**config.mk**
```make
export PLATFORM = sky130hd
export DESIGN_NAME = tsrh_top
export DESIGN_NICKNAME = d
export VERILOG_FILES = /design/src/design/tsrh_pkg.sv /design/src/design/tsrh_errq_if.sv /design/src/design/tsrh_errq.sv /design/src/design/tsrh_top.sv
export SDC_FILE = /design/constraint.sdc
export NUM_CORES = 1
export LEC_CHECK = 0
export BUFFER_PORTS_ARGS = -buffer_cell sky130_fd_sc_hd__clkbuf_2
export CORE_MARGIN = 3
export CORE_UTILIZATION = 55
export DETAILED_ROUTE_END_ITERATION = 10
export PLACE_DENSITY_LB_ADDON = 0.05
export SKIP_LAST_GASP = 1
export SLEW_MARGIN = 15
export SYNTH_ARGS = -nofsm -noshare
export SYNTH_HDL_FRONTEND = slang
export SYNTH_HIERARCHICAL = 1
export SYNTH_SLANG_ARGS = --single-unit
```
**constraint.sdc**
```tcl
create_clock -name clk_sys -period 11.8 [get_ports clk_sys]
set_clock_uncertainty 0.15 [all_clocks]
set_input_delay 0.59 -clock clk_sys [delete_from_list [all_inputs] [get_ports clk_sys]]
set_output_delay 0.59 -clock clk_sys [all_outputs]
set_load 0.01 [all_outputs]
```
**src/design/tsrh_pkg.sv**
```systemverilog
// Constants and types shared by the trigger and system remote handler
package tsrh_pkg;
	localparam int DW = 16;
	localparam int IRQ_W = 5;
	// Register offsets
	localparam logic [7:0] OFS_LEVEL     = 8'h00;
	localparam logic [7:0] OFS_TRIG      = 8'h01;
	localparam logic [7:0] OFS_PRESET    = 8'h02;
	localparam logic [7:0] OFS_OPER_EN   = 8'h03;
	localparam logic [7:0] OFS_QUES_EN   = 8'h04;
	localparam logic [7:0] OFS_OPER_PTR  = 8'h05;
	localparam logic [7:0] OFS_OPER_NTR  = 8'h06;
	localparam logic [7:0] OFS_QUES_PTR  = 8'h07;
	localparam logic [7:0] OFS_QUES_NTR  = 8'h08;
	localparam logic [7:0] OFS_OPER_COND = 8'h09;
	localparam logic [7:0] OFS_QUES_COND = 8'h0A;
	localparam logic [7:0] OFS_ERR_STAT  = 8'h0B;
	localparam logic [7:0] OFS_ERR_SYS   = 8'h0C;
	localparam logic [7:0] OFS_BUS_ADDR  = 8'h0D;
	localparam logic [7:0] OFS_VERSION   = 8'h0E;
	localparam logic [7:0] OFS_SECURITY  = 8'h0F;
	localparam logic [7:0] OFS_PON_SLOT  = 8'h10;
	localparam logic [7:0] OFS_IRQ_STAT  = 8'h11;
	localparam logic [7:0] OFS_IRQ_CLR   = 8'h12;
	localparam logic [7:0] OFS_IRQ_EN    = 8'h13;
	localparam logic [7:0] OFS_BUS_STATE = 8'h14;
	localparam logic [7:0] OFS_SW_TRIG   = 8'h15;
	// Field positions
	localparam int TRIG_SLOPE_BIT = 0;
	localparam int TRIG_SRC_LSB   = 1;
	localparam int TRIG_MODE_LSB  = 3;
	localparam int IRQ_TRIG   = 0;
	localparam int IRQ_DCLR   = 1;
	localparam int IRQ_LOCK   = 2;
	localparam int IRQ_ERR    = 3;
	localparam int IRQ_OFFBUS = 4;
	// Values
	localparam logic [15:0] PTR_PRESET  = 16'h7FFF;
	localparam logic [15:0] NTR_PRESET  = 16'h0000;
	localparam logic [15:0] EN_PRESET   = 16'h0000;
	localparam logic [15:0] VERSION_X10 = 16'h4DD0;
	localparam logic signed [15:0] LEVEL_MAX_MV = 16'sh2710;
	localparam logic signed [10:0] LEVEL_RST = 11'sh000;
	localparam logic [15:0] ERR_RANGE   = 16'hFF22;
	localparam logic [4:0]  ADDR_OFFBUS = 5'h1F;
	localparam logic [4:0]  ADDR_RST    = 5'h0A;
	localparam logic [6:0]  SLOT_MAX    = 7'h63;
	localparam logic [6:0]  SLOT_LAST   = 7'h63;
	localparam logic [6:0]  SLOT_RST    = 7'h00;
	// Bus command bytes
	localparam logic [7:0] CMD_GTL  = 8'h01;
	localparam logic [7:0] CMD_SDC  = 8'h04;
	localparam logic [7:0] CMD_GET  = 8'h08;
	localparam logic [7:0] CMD_LLO  = 8'h11;
	localparam logic [7:0] CMD_DCL  = 8'h14;
	localparam logic [7:0] CMD_LSN  = 8'h20;
	localparam logic [7:0] CMD_UNL  = 8'h3F;
	localparam logic [7:0] CMD_TLK  = 8'h40;
	localparam logic [7:0] CMD_UNT  = 8'h5F;
	typedef enum logic [1:0] {MODE_CONT, MODE_TRIG, MODE_GATE, MODE_BURST}
		tsrh_mode_type;
	typedef enum logic [1:0] {SRC_MAN, SRC_BUS, SRC_INT, SRC_EXT}
		tsrh_src_type;
endpackage

```
**src/design/tsrh_errq_if.sv**
```systemverilog
// Connection between the handler and its error queue
`timescale 1ns/1ps
`default_nettype none
interface tsrh_errq_if #(parameter int WIDTH = 16);
	logic             push;
	logic             pop;
	logic [WIDTH-1:0] push_data;
	logic [WIDTH-1:0] head;
	logic             empty;
	logic             full;
	modport owner (output push, pop, push_data, input head, empty, full);
	modport queue (input push, pop, push_data, output head, empty, full);
endinterface
`default_nettype wire

```
**src/design/tsrh_errq.sv**
```systemverilog
// Error queue held in flip-flops, oldest entry at the head
`timescale 1ns/1ps
`default_nettype none
module tsrh_errq #(
	parameter int WIDTH = 16,
	parameter int DEPTH = 8
) (
	input  wire logic  clk_sys,
	input  wire logic  sys_rst,
	input  wire logic  ce,
	tsrh_errq_if.queue q
);
	localparam int PW = $clog2(DEPTH);
	logic [WIDTH-1:0] mem_reg [DEPTH];
	logic [WIDTH-1:0] mem_next [DEPTH];
	logic [PW-1:0]    rd_reg, rd_next;
	logic [PW:0]      cnt_reg, cnt_next;
	logic             do_push, do_pop;

	always_comb begin
		do_pop = q.pop && (cnt_reg != '0);
		do_push = q.push && (!q.full || do_pop);
		mem_next = mem_reg;
		rd_next = rd_reg;
		cnt_next = cnt_reg;
		if (do_push) begin
			mem_next[PW'(rd_reg + PW'(cnt_reg))] = q.push_data;
		end
		if (do_pop) begin
			rd_next = PW'(rd_reg + 1'b1);
		end
		cnt_next = cnt_reg + (PW+1)'(do_push) - (PW+1)'(do_pop);
	end

	always_ff @(posedge clk_sys) begin
		if (sys_rst) begin
			rd_reg <= '0;
			cnt_reg <= '0;
			for (int i = 0; i < DEPTH; i++) begin
				mem_reg[i] <= '0;
			end
		end else if (ce) begin
			rd_reg <= rd_next;
			cnt_reg <= cnt_next;
			mem_reg <= mem_next;
		end
	end

	assign q.empty = (cnt_reg == '0);
	assign q.full = (cnt_reg == (PW+1)'(DEPTH));
	assign q.head = q.empty ? '0 : mem_reg[rd_reg];
endmodule // tsrh_errq
`default_nettype wire

```
**src/design/tsrh_top.sv**
```systemverilog
// Trigger settings, status, system settings and bus message handler
`timescale 1ns/1ps
`default_nettype none
module tsrh_top #(
	parameter int ERRQ_DEPTH = 8
) (
	input  wire logic        clk_sys,
	input  wire logic        sys_rst,
	input  wire logic        ce,
	input  wire logic [7:0]  reg_addr,
	input  wire logic [15:0] reg_wdata,
	input  wire logic        reg_wr,
	input  wire logic        reg_rd,
	output logic [15:0]      reg_rdata,
	input  wire logic        bus_cmd_valid,
	input  wire logic [7:0]  bus_cmd_byte,
	input  wire logic        ren_pin,
	input  wire logic        ext_trig_pin,
	input  wire logic        man_key,
	input  wire logic        int_tick,
	input  wire logic        panel_addr_wr,
	input  wire logic [4:0]  panel_addr,
	input  wire logic [6:0]  nv_pon_slot,
	output logic             trig_fire,
	output logic             dev_clear,
	output logic             panel_locked,
	output logic             remote,
	output logic             listener,
	output logic             talker,
	output logic             off_bus,
	output logic signed [10:0] trig_level,
	output logic             factory_reset,
	output logic             pon_load,
	output logic [6:0]       pon_slot,
	output logic             pon_restore_last,
	output logic             irq
);
	tsrh_errq_if #(.WIDTH(16)) eq ();
	tsrh_errq #(.WIDTH(16), .DEPTH(ERRQ_DEPTH)) u_errq (
		.clk_sys (clk_sys),
		.sys_rst (sys_rst),
		.ce      (ce),
		.q       (eq)
	);

	// Round a signed mV value to 10 mV steps
	function automatic logic signed [10:0] rnd10(input logic signed [15:0] mv);
		logic [15:0] mag;
		logic [15:0] q;
		mag = mv[15] ? 16'(-mv) : 16'(mv);
		q = 16'((mag + 16'h0005) / 16'h000A);
		return mv[15] ? 11'(-$signed(q)) : 11'(q);
	endfunction
	// Round a value with one fractional bit to an integer
	function automatic logic [7:0] rnd_half(input logic [15:0] x);
		return 8'((x + 16'h0001) >> 1);
	endfunction

	localparam int IRQ_W_L = tsrh_pkg::IRQ_W;
	logic signed [10:0] level_reg, level_next;
	logic        slope_reg, slope_next;
	tsrh_pkg::tsrh_src_type  src_reg, src_next;
	tsrh_pkg::tsrh_mode_type mode_reg, mode_next;
	logic [15:0] oper_en_reg, oper_en_next, ques_en_reg, ques_en_next;
	logic [15:0] oper_ptr_reg, oper_ptr_next, oper_ntr_reg, oper_ntr_next;
	logic [15:0] ques_ptr_reg, ques_ptr_next, ques_ntr_reg, ques_ntr_next;
	logic [4:0]  addr_reg, addr_next;
	logic        sec_reg, sec_next;
	logic [6:0]  slot_reg, slot_next;
	logic        boot_reg, boot_next;
	logic        listen_reg, listen_next, talk_reg, talk_next;
	logic        remote_reg, remote_next, lock_reg, lock_next;
	logic [IRQ_W_L-1:0] ist_reg, ist_next, ien_reg, ien_next;
	logic        irq_reg, irq_next;
	logic        fire_reg, fire_next, dclr_reg, dclr_next;
	logic        fact_reg, fact_next, pload_reg, pload_next;
	logic        plast_reg, plast_next;
	logic [15:0] rdata_reg, rdata_next;
	logic [2:0]  ren_sync_reg, ren_sync_next, ext_sync_reg, ext_sync_next;
	logic        ren_filt_reg, ren_filt_next, ext_filt_reg, ext_filt_next;
	logic        offb_reg, offb_next;

	logic        offbus, wr_ok, cmd_ok, trig_armed, bus_trig, ext_edge;
	logic        range_err, sw_trig;
	logic [7:0]  rq;
	logic [IRQ_W_L-1:0] ev;

	always_comb begin
		ren_sync_next = {ren_sync_reg[1:0], ren_pin};
		ext_sync_next = {ext_sync_reg[1:0], ext_trig_pin};
		ren_filt_next = ren_filt_reg;
		ext_filt_next = ext_filt_reg;
		if (ren_sync_reg[1] == ren_sync_reg[2]) begin
			ren_filt_next = ren_sync_reg[2];
		end
		if (ext_sync_reg[1] == ext_sync_reg[2]) begin
			ext_filt_next = ext_sync_reg[2];
		end
		ext_edge = (ext_filt_next != ext_filt_reg) &&
			(ext_filt_next != slope_reg);
		offbus = (addr_reg == tsrh_pkg::ADDR_OFFBUS);
		wr_ok = reg_wr;
		cmd_ok = bus_cmd_valid && !offbus;
		trig_armed = (mode_reg != tsrh_pkg::MODE_CONT);
		range_err = 1'b0;
		sw_trig = 1'b0;
		level_next = level_reg;
		slope_next = slope_reg;
		src_next = src_reg;
		mode_next = mode_reg;
		oper_en_next = oper_en_reg;
		ques_en_next = ques_en_reg;
		oper_ptr_next = oper_ptr_reg;
		oper_ntr_next = oper_ntr_reg;
		ques_ptr_next = ques_ptr_reg;
		ques_ntr_next = ques_ntr_reg;
		addr_next = addr_reg;
		sec_next = sec_reg;
		slot_next = slot_reg;
		listen_next = listen_reg;
		talk_next = talk_reg;
		remote_next = remote_reg;
		lock_next = lock_reg;
		ien_next = ien_reg;
		dclr_next = 1'b0;
		fact_next = 1'b0;
		pload_next = 1'b0;
		plast_next = 1'b0;
		boot_next = 1'b0;
		bus_trig = 1'b0;
		rq = 8'h00;
		if (boot_reg) begin
			slot_next = (nv_pon_slot > tsrh_pkg::SLOT_MAX) ?
				tsrh_pkg::SLOT_MAX : nv_pon_slot;
			pload_next = 1'b1;
			plast_next = (slot_next == tsrh_pkg::SLOT_LAST);
		end
		if (wr_ok) begin
			unique case (reg_addr)
				tsrh_pkg::OFS_LEVEL: begin
					if ($signed(reg_wdata) > tsrh_pkg::LEVEL_MAX_MV ||
						$signed(reg_wdata) < -tsrh_pkg::LEVEL_MAX_MV) begin
						range_err = 1'b1;
					end else begin
						level_next = rnd10(reg_wdata);
					end
				end
				tsrh_pkg::OFS_TRIG: begin
					slope_next = reg_wdata[tsrh_pkg::TRIG_SLOPE_BIT];
					src_next = tsrh_pkg::tsrh_src_type'(
						reg_wdata[tsrh_pkg::TRIG_SRC_LSB +: 2]);
					mode_next = tsrh_pkg::tsrh_mode_type'(
						reg_wdata[tsrh_pkg::TRIG_MODE_LSB +: 2]);
				end
				tsrh_pkg::OFS_PRESET: begin
					oper_en_next = tsrh_pkg::EN_PRESET;
					ques_en_next = tsrh_pkg::EN_PRESET;
					oper_ptr_next = tsrh_pkg::PTR_PRESET;
					ques_ptr_next = tsrh_pkg::PTR_PRESET;
					oper_ntr_next = tsrh_pkg::NTR_PRESET;
					ques_ntr_next = tsrh_pkg::NTR_PRESET;
				end
				tsrh_pkg::OFS_OPER_EN:  oper_en_next = reg_wdata;
				tsrh_pkg::OFS_QUES_EN:  ques_en_next = reg_wdata;
				tsrh_pkg::OFS_OPER_PTR: oper_ptr_next = reg_wdata;
				tsrh_pkg::OFS_OPER_NTR: oper_ntr_next = reg_wdata;
				tsrh_pkg::OFS_QUES_PTR: ques_ptr_next = reg_wdata;
				tsrh_pkg::OFS_QUES_NTR: ques_ntr_next = reg_wdata;
				tsrh_pkg::OFS_BUS_ADDR: begin
					if (rnd_half(reg_wdata) > 8'(tsrh_pkg::ADDR_OFFBUS) ||
						reg_wdata[15:8] != 8'h00) begin
						range_err = 1'b1;
					end else if (!offbus) begin
						addr_next = 5'(rnd_half(reg_wdata));
					end
				end
				tsrh_pkg::OFS_SECURITY: begin
					sec_next = reg_wdata[0];
					if (sec_reg && !reg_wdata[0]) begin
						fact_next = 1'b1;
					end
				end
				tsrh_pkg::OFS_PON_SLOT: begin
					if (rnd_half(reg_wdata) > 8'(tsrh_pkg::SLOT_MAX) ||
						reg_wdata[15:8] != 8'h00) begin
						range_err = 1'b1;
					end else begin
						slot_next = 7'(rnd_half(reg_wdata));
					end
				end
				tsrh_pkg::OFS_IRQ_EN:  ien_next = reg_wdata[IRQ_W_L-1:0];
				tsrh_pkg::OFS_SW_TRIG: sw_trig = 1'b1;
				default: ;
			endcase
		end
		if (fact_next) begin
			level_next = tsrh_pkg::LEVEL_RST;
			slope_next = 1'b0;
			src_next = tsrh_pkg::SRC_MAN;
			mode_next = tsrh_pkg::MODE_CONT;
			slot_next = tsrh_pkg::SLOT_RST;
		end
		if (panel_addr_wr && panel_addr != tsrh_pkg::ADDR_OFFBUS) begin
			addr_next = panel_addr;
		end
		if (!ren_filt_reg) begin
			remote_next = 1'b0;
			lock_next = 1'b0;
		end else if (cmd_ok) begin
			if (bus_cmd_byte == (tsrh_pkg::CMD_LSN | 8'(addr_reg))) begin
				listen_next = 1'b1;
				remote_next = 1'b1;
			end else if (bus_cmd_byte == tsrh_pkg::CMD_UNL) begin
				listen_next = 1'b0;
			end else if (bus_cmd_byte == (tsrh_pkg::CMD_TLK | 8'(addr_reg))) begin
				talk_next = 1'b1;
			end else if (bus_cmd_byte == tsrh_pkg::CMD_UNT) begin
				talk_next = 1'b0;
			end else if (bus_cmd_byte == tsrh_pkg::CMD_DCL) begin
				dclr_next = 1'b1;
			end else if (bus_cmd_byte == tsrh_pkg::CMD_SDC && listen_reg) begin
				dclr_next = 1'b1;
			end else if (bus_cmd_byte == tsrh_pkg::CMD_LLO && listen_reg) begin
				lock_next = 1'b1;
				remote_next = 1'b1;
			end else if (bus_cmd_byte == tsrh_pkg::CMD_GTL && listen_reg) begin
				remote_next = 1'b0;
			end else if (bus_cmd_byte == tsrh_pkg::CMD_GET && listen_reg) begin
				bus_trig = 1'b1;
			end
		end
		if (addr_next == tsrh_pkg::ADDR_OFFBUS) begin
			listen_next = 1'b0;
			talk_next = 1'b0;
		end
		offb_next = (addr_next == tsrh_pkg::ADDR_OFFBUS);
		fire_next = 1'b0;
		unique case (src_reg)
			tsrh_pkg::SRC_MAN: fire_next = trig_armed && man_key;
			tsrh_pkg::SRC_BUS: fire_next = trig_armed && (bus_trig || sw_trig);
			tsrh_pkg::SRC_INT: fire_next = trig_armed && int_tick;
			tsrh_pkg::SRC_EXT: fire_next = trig_armed && ext_edge;
		endcase
		ev = '0;
		ev[tsrh_pkg::IRQ_TRIG] = fire_next;
		ev[tsrh_pkg::IRQ_DCLR] = dclr_next;
		ev[tsrh_pkg::IRQ_LOCK] = lock_next && !lock_reg;
		ev[tsrh_pkg::IRQ_ERR] = range_err;
		ev[tsrh_pkg::IRQ_OFFBUS] = !offbus &&
			(addr_next == tsrh_pkg::ADDR_OFFBUS);
		ist_next = ist_reg;
		if (wr_ok && reg_addr == tsrh_pkg::OFS_IRQ_CLR) begin
			ist_next = ist_reg & ~reg_wdata[IRQ_W_L-1:0];
		end
		ist_next = ist_next | ev;
		irq_next = |(ist_next & ien_next);
		rdata_next = 16'h0000;
		if (reg_rd) begin
			unique case (reg_addr)
				tsrh_pkg::OFS_LEVEL:     rdata_next = 16'(level_reg);
				tsrh_pkg::OFS_TRIG:      rdata_next = {11'h000, mode_reg,
					src_reg, slope_reg};
				tsrh_pkg::OFS_OPER_EN:   rdata_next = oper_en_reg;
				tsrh_pkg::OFS_QUES_EN:   rdata_next = ques_en_reg;
				tsrh_pkg::OFS_OPER_PTR:  rdata_next = oper_ptr_reg;
				tsrh_pkg::OFS_OPER_NTR:  rdata_next = oper_ntr_reg;
				tsrh_pkg::OFS_QUES_PTR:  rdata_next = ques_ptr_reg;
				tsrh_pkg::OFS_QUES_NTR:  rdata_next = ques_ntr_reg;
				tsrh_pkg::OFS_OPER_COND: rdata_next = 16'h0000;
				tsrh_pkg::OFS_QUES_COND: rdata_next = 16'h0000;
				tsrh_pkg::OFS_ERR_STAT, tsrh_pkg::OFS_ERR_SYS: begin
					rdata_next = eq.head;
					rq = 8'h01;
				end
				tsrh_pkg::OFS_BUS_ADDR:  rdata_next = {11'h000, addr_reg};
				tsrh_pkg::OFS_VERSION:   rdata_next = tsrh_pkg::VERSION_X10;
				tsrh_pkg::OFS_SECURITY:  rdata_next = {15'h0000, sec_reg};
				tsrh_pkg::OFS_PON_SLOT:  rdata_next = {9'h000, slot_reg};
				tsrh_pkg::OFS_IRQ_STAT:  rdata_next = 16'(ist_reg);
				tsrh_pkg::OFS_IRQ_EN:    rdata_next = 16'(ien_reg);
				tsrh_pkg::OFS_BUS_STATE: rdata_next = {11'h000, offbus,
					lock_reg, remote_reg, talk_reg, listen_reg};
				default:                 rdata_next = 16'h0000;
			endcase
		end
	end

	assign eq.push = ce && range_err;
	assign eq.push_data = tsrh_pkg::ERR_RANGE;
	assign eq.pop = ce && rq[0];

	always_ff @(posedge clk_sys) begin
		if (sys_rst) begin
			level_reg <= tsrh_pkg::LEVEL_RST;
			slope_reg <= 1'b0;
			src_reg <= tsrh_pkg::SRC_MAN;
			mode_reg <= tsrh_pkg::MODE_CONT;
			oper_en_reg <= tsrh_pkg::EN_PRESET;
			ques_en_reg <= tsrh_pkg::EN_PRESET;
			oper_ptr_reg <= tsrh_pkg::PTR_PRESET;
			oper_ntr_reg <= tsrh_pkg::NTR_PRESET;
			ques_ptr_reg <= tsrh_pkg::PTR_PRESET;
			ques_ntr_reg <= tsrh_pkg::NTR_PRESET;
			addr_reg <= tsrh_pkg::ADDR_RST;
			sec_reg <= 1'b0;
			slot_reg <= tsrh_pkg::SLOT_RST;
			boot_reg <= 1'b1;
			{listen_reg, talk_reg, remote_reg, lock_reg} <= 4'h0;
			ist_reg <= '0;
			ien_reg <= '0;
			{irq_reg, fire_reg, dclr_reg, fact_reg} <= 4'h0;
			{pload_reg, plast_reg} <= 2'h0;
			rdata_reg <= 16'h0000;
			ren_sync_reg <= 3'h0;
			ext_sync_reg <= 3'h0;
			ren_filt_reg <= 1'b0;
			ext_filt_reg <= 1'b0;
			offb_reg <= 1'b0;
		end else if (ce) begin
			level_reg <= level_next;
			slope_reg <= slope_next;
			src_reg <= src_next;
			mode_reg <= mode_next;
			oper_en_reg <= oper_en_next;
			ques_en_reg <= ques_en_next;
			oper_ptr_reg <= oper_ptr_next;
			oper_ntr_reg <= oper_ntr_next;
			ques_ptr_reg <= ques_ptr_next;
			ques_ntr_reg <= ques_ntr_next;
			addr_reg <= addr_next;
			sec_reg <= sec_next;
			slot_reg <= slot_next;
			boot_reg <= boot_next;
			{listen_reg, talk_reg} <= {listen_next, talk_next};
			{remote_reg, lock_reg} <= {remote_next, lock_next};
			ist_reg <= ist_next;
			ien_reg <= ien_next;
			{irq_reg, fire_reg, dclr_reg, fact_reg} <=
				{irq_next, fire_next, dclr_next, fact_next};
			{pload_reg, plast_reg} <= {pload_next, plast_next};
			rdata_reg <= rdata_next;
			ren_sync_reg <= ren_sync_next;
			ext_sync_reg <= ext_sync_next;
			ren_filt_reg <= ren_filt_next;
			ext_filt_reg <= ext_filt_next;
			offb_reg <= offb_next;
		end
	end

	assign reg_rdata = rdata_reg;
	assign trig_fire = fire_reg;
	assign dev_clear = dclr_reg;
	assign panel_locked = lock_reg;
	assign remote = remote_reg;
	assign listener = listen_reg;
	assign talker = talk_reg;
	assign off_bus = offb_reg;
	assign trig_level = level_reg;
	assign factory_reset = fact_reg;
	assign pon_load = pload_reg;
	assign pon_slot = slot_reg;
	assign pon_restore_last = plast_reg;
	assign irq = irq_reg;
endmodule // tsrh_top
`default_nettype wire

```
==> run metrics, run 1 <==
status complete, no violations; fin crit period 8.32 ns; Port Buf Inserts between 90 and 100; Hold/Removal Path Class input pin to flip-flop; WP data required roughly 12 ns; clk sinks 306; 1st-pass router iterations 9; CTS clk-pin slew, worst paths 0.06 ns; Final Util 0.616; Power Dens Cells between 100 and 150 nW/um^2; drt total wl 53.9 mm; Post-Syn Area approximately 18000 um^2; Max Fanout on Critical Path 21; antenna violations before repair 1; largest net degree at the start of global routing 145; Post-Syn Instances 2064; Die ar. between 30000 and 40000 um^2; post-DP HPWL 35.9 mm; post-route cell area 19500 um^2; Die Wd 185 um; reg2reg setup slack 8.74 ns; Total GRT Usage 0.306; ANT nets after route 0; share of cells above drive strength 1 0.130; fmax 120 MHz; vias in the first global route 15268; IO Pins 100; Critical Path Source Type input pin; max reg flops 128; DP Worst Slack between 3 and 4 ns; Synth Warn # 6; reg2reg start u_errq/rd_reg[0]$_SDFFE_PP0P_; Static Leak a little under 8 nW; Post-CTS Resized 0; RD Place Congestion 0.900; cts bufs inserted 35; Fin Setup TNS 0 ns; Clock Latency Late Sink around 0.52 ns; grt ovf 0; Die Ht 185 um; Multi-input gate area 10800 um^2; Hold Fails Final Rpt 0; area of the core between 30000 and 40000 um^2; Worst Tran Pin Value 1.13 ns; global-route wire length before repair 84.4 mm; slew margin rel. 0.244; Post-Place Cell Area between 15000 and 20000 um^2; hold path start ren_pin; WP data arrival 8.55 ns; DR vias approximately 16000; effective utilization at floorplan 0.559; syn_area_per_cell 8.57 um^2; H-tree depth 2; element type at the critical path end flip-flop; Clock Path Buffers 3; per-cell routed wire length 21.6 um; Critical-path top delay cell xor2_1; RSZ-0062 raised after global routing no; fin crit share 0.705; Clock Tree Root clkbuf_16; hold_buf cts 0; CP Launch Point reg_wdata[0]; CTS tree done; Filler Cell Count 2776; sequential cell area between 6000 and 7000 um^2; post-route setup slack 3.48 ns; max-cap violations 0; crit path kind input pin to flip-flop; DR vias/cell around 6.5; DRC 0; Nets 2144; post-CTS setup buffers 0; Setup-failing EPs final 0; Layout area overhead 10.1%; final slew viol count 0; row count 65; worst vdd ir ~100 uV; DRT iter0 DRCs between 1000 and 1500; CP peak stage delay 0.69 ns
placed cells by master, fill, tap and decap left out, types with 23 or more instances in the layout:
cell type / count
buf_4: 26
a22oi_1: 64
nor3_1: 69
nand2b_1: 156
mux2i_1: 164
nor2_1: 200
clkbuf_2: 98
nand2_1: 157
o21ai_0: 53
inv_1: 23
xnor2_1: 31
o21bai_1: 33
mux4_2: 32
clkbuf_16: 37
a21oi_1: 110
nand3_1: 111
dfxtp_1: 304
area by class of cell:
class,instances,share of cell area
multi-input combinational,1579,0.557
sequential,306,0.315
clock buffer,55,0.0566
timing repair buffer,125,0.0359
tap,402,0.0258
clock inverter,6,0.00507
inverter,26,0.00501
antenna,1,0.000128
worst max-delay path: cells and delay by family:
family,cells,cell delay [ns]
AOI/OAI and AO/OA,9,2.34
buffers and inverters,3,0.69
xor gates and xnor gates,3,1.02
and+or+nand+nor,12,3.43
adders and majority gates,2,0.45
report_power, final:
part	total, mW	switching (mW)	leakage, nW	internal, mW
Combinational	0.556	0.366	4.71	0.189
Sequential	1.05	0.00806	2.47	1.04
Clock	1.12	0.437	0.593	0.688
per-stage QoR:
| step | std cells | hold slack, ns | total power, mW |
|---|---|---|---|
| after global placement | 2438 | 0.287 | 1.61 |
| after CTS | 2499 | 0.146 | 2.73 |
| after global routing | 2499 | 0.167 | 2.83 |
| after floorplan | 2078 | 0.281 | 1.49 |
| final | 2500 | 0.152 | 2.73 |
| after detailed placement | 2438 | 0.293 | 1.61 |
path summary, 6_finish.rpt:
path | to | cells after the start
max | trig_level[2]$_SDFFE_PP0P_ | 29
min | ren_sync_reg[0]$_SDFFE_PP0P_ | 3
max reg2reg | u_errq/mem_reg[81]$_SDFFE_PP0P_ | 7
min reg2reg | ques_en_reg[9]$_SDFFE_PP0P_ | 2
routing by layer:
layer,global-route usage,part of all wire,vias up,routed length (um)
met5,0,0,-,0
met4,0.0990,0.031,0,1680
met3,0.0526,0.082,146,4430
met2,0.493,0.46,723,24500
met1,0.418,0.43,7775,23200
li1,-,-,7541,-
Power figures use the tool's default switching activity.
==> run 2: changes to the inputs <==
==> constraint.sdc (replaced) <==
create_clock -name clk_sys -period 8.3 [get_ports clk_sys]
set_clock_uncertainty 0.15 [all_clocks]
set_input_delay 0.415 -clock clk_sys [delete_from_list [all_inputs] [get_ports clk_sys]]
set_output_delay 0.415 -clock clk_sys [all_outputs]
set_load 0.01 [all_outputs]
==> run 2 against run 1 <==
Net effect: sequential cell count stayed put; setup slack worse by 2.8 ns; power is 40% higher; sequential power is 42% higher; largest power group unchanged; via count hardly changed; first-iteration DRC count is 3.2% higher; core utilization is 0.33 points higher; global-route usage hardly changed; cell count is 0.92% higher; critical endpoint is now trig_level[6]$_SDFFE_PP0P_; critical path type unchanged; cell area is 0.53% higher; clock-buffer cell count is 5 lower.
==> run metrics, run 2 (same netlist as run 1, synthesis figures left out) <==
Clock Latency Late Sink 0.52 ns (about the same); RSZ-0062 raised after global routing no; RD Place Congestion 0.892 (-0.90%); grt met2 use 0.498 (+0.00412); share of cells above drive strength 1 0.139 (+0.00890); GR peak layer met2; Worst Tran Pin Value 1.19 ns (+0.0546 ns); CTS clk-pin slew, worst paths 0.06 ns (about the same); Setup-failing EPs final 0 (unchanged); max reg flops 128 (unchanged); Clock Path Buffers 3 (unchanged); Die Wd 185 um (unchanged); Die ar. 34300 um^2 (unchanged); IO Pins 100 (unchanged); Filler Cell Count 2797 (+0.76%); element type at the critical path end flip-flop; vias in the first global route 15174 (-0.62%); Max Fanout on Critical Path 9 (-57%); per-cell routed wire length 21.4 um (-0.78%); WP data arrival 7.87 ns (-0.68 ns); slew margin rel. 0.203 (-0.0412); Static Leak 7.84 nW (+0.92%); Critical Path Source Type input pin; Hold Fails Final Rpt 0 (unchanged); effective utilization at floorplan 0.559 (unchanged); most used cell, CP or3_1; buffers plus inverters on the worst setup path 3 (unchanged); area of the core 31600 um^2 (unchanged); Layout area overhead 10.7%; WP data required 8.53 ns (-3.50 ns); most common cell after layout, fill and taps aside dfxtp_1; Die Ht 185 um (unchanged); CTS tree done; clk sinks 306 (unchanged); Nets 2171 (+1.3%); grt ovf 0 (unchanged); cts bufs inserted 35 (unchanged); met1 usage 0.411 (-0.00758); H-tree depth 2 (unchanged); DRT iter0 DRCs 1441 (+3.2%); drt total wl 53.9 mm (+0.13%); fmax 131 MHz; DR vias/cell 6.41 (-0.93%); fin crit period 7.64 ns; worst vdd ir 195 uV (+87%); global-route wire length before repair 84.2 mm (-0.25%); DRC 0 (unchanged); antenna violations before repair 0 (-1); crit path kind input pin to flip-flop; Power Dens Cells 195 nW/um^2 (+39%); post-CTS setup buffers 0 (unchanged); Post-Place Cell Area 18500 um^2 (+0.95%); post-DP HPWL 36.3 mm (+1.1%); largest net degree at the start of global routing 112 (-23%); fin crit share 0.920; row count 65 (unchanged); post-route setup slack 0.660 ns (-2.82 ns); final slew viol count 0 (unchanged); M3 GR Usage 0.0587 (+0.00609); Clock Tree Root clkbuf_16; status complete, no violations; max-cap violations 0 (unchanged); DR vias 16182 (-0.019%); 1st-pass router iterations 6 (-3); Hold/Removal Path Class input pin to flip-flop; Fin Setup TNS 0 ns (unchanged); post-route cell area 19600 um^2 (+0.53%); CP peak stage delay 0.62 ns (-0.07 ns); ANT cells 0 (-1); Final Power 3.81 mW (+40%); ANT nets after route 0 (unchanged); Critical-path top delay cell or4b_1; Port Buf Inserts 99 (unchanged); CP top delay family simple AND/OR/NAND/NOR gates; Total GRT Usage 0.306 (about the same); most frequent cells in the layout 304 x dfxtp_1, 200 x nor2_1, 164 x mux2i_1; DP Worst Slack 0.352 ns (-2.76 ns)
[run 2: cell count changes in the layout (fill, tap and decap cells not counted), sizes merged]
| cell | previous run | this run |
|---|---|---|
| buf | 26 | 51 |
| bufinv | 2 | 1 |
| clkbuf | 154 | 149 |
| clkinv | 4 | 3 |
| clkinvlp | 0 | 2 |
| diode | 1 | 0 |
| dlygate4sd3 | 0 | 2 |
| inv | 26 | 28 |
[run 2: cell type report]
cell class,instances,area (um^2),area share
clock buffers,50,1020,0.0522
repair buffers,152,907,0.0463
well taps,402,503,0.0257
flip-flops and latches,306,6130,0.313
multi-input cells,1579,10800,0.553
clock inverters,8,92.6,0.00473
inverters,26,97.6,0.00498
[run 2: worst paths after layout]
path                            cells after the start  slack [ns]                            to                          from
worst max-delay path                               27        0.66    trig_level[6]$_SDFFE_PP0P_                  reg_wdata[1]
worst min-delay path                                4        0.11         listener$_SDFFE_PP0P_               bus_cmd_byte[5]
worst max register to register                     11        5.13         listener$_SDFFE_PP0P_      addr_reg[4]$_SDFFE_PP0P_
worst min register to register                      2        0.30  oper_ntr_reg[4]$_SDFFE_PP0P_  oper_ntr_reg[4]$_SDFFE_PP0P_
[run 2: tightest hold or removal path, delay by kind of cell]
kind	cells	cell delay, ns
AOI/OAI and AO/OA	1	0.06
buffers and inverters	1	0.11
and+or+nand+nor	2	0.15
[run 2: layer usage]
layer  wire length (um)  up-vias
met2              24700      699
met1              23200     7781
met4               1660        0
li1                   -     7585
met3               4430      117
met5                  0        -
[run 2: repair_timing]
item,in CTS,in global routing
resized for setup,0,0
endpoints found under the hold margin,2,0
hold buffers,2,0
[run 2: stage by stage]
| step | cells | hold slack (ns) | utilization |
|---|---|---|---|
| floorplan | 2078 | 0.281 | - |
| global placement | 2463 | 0.288 | 0.583 |
| finish | 2523 | 0.112 | 0.619 |
| global route | 2523 | 0.148 | 0.619 |
| detailed placement | 2463 | 0.295 | 0.583 |
| CTS | 2523 | 0.108 | 0.619 |
[run 2: report_power, final]
| part | total (mW) | internal [mW] | switching [mW] |
|---|---|---|---|
| registers | 1.49 | 1.48 | 0.0117 |
| logic | 0.807 | 0.284 | 0.523 |
| clock network | 1.52 | 0.891 | 0.627 |
| total | 3.81 | 2.65 | 1.16 |
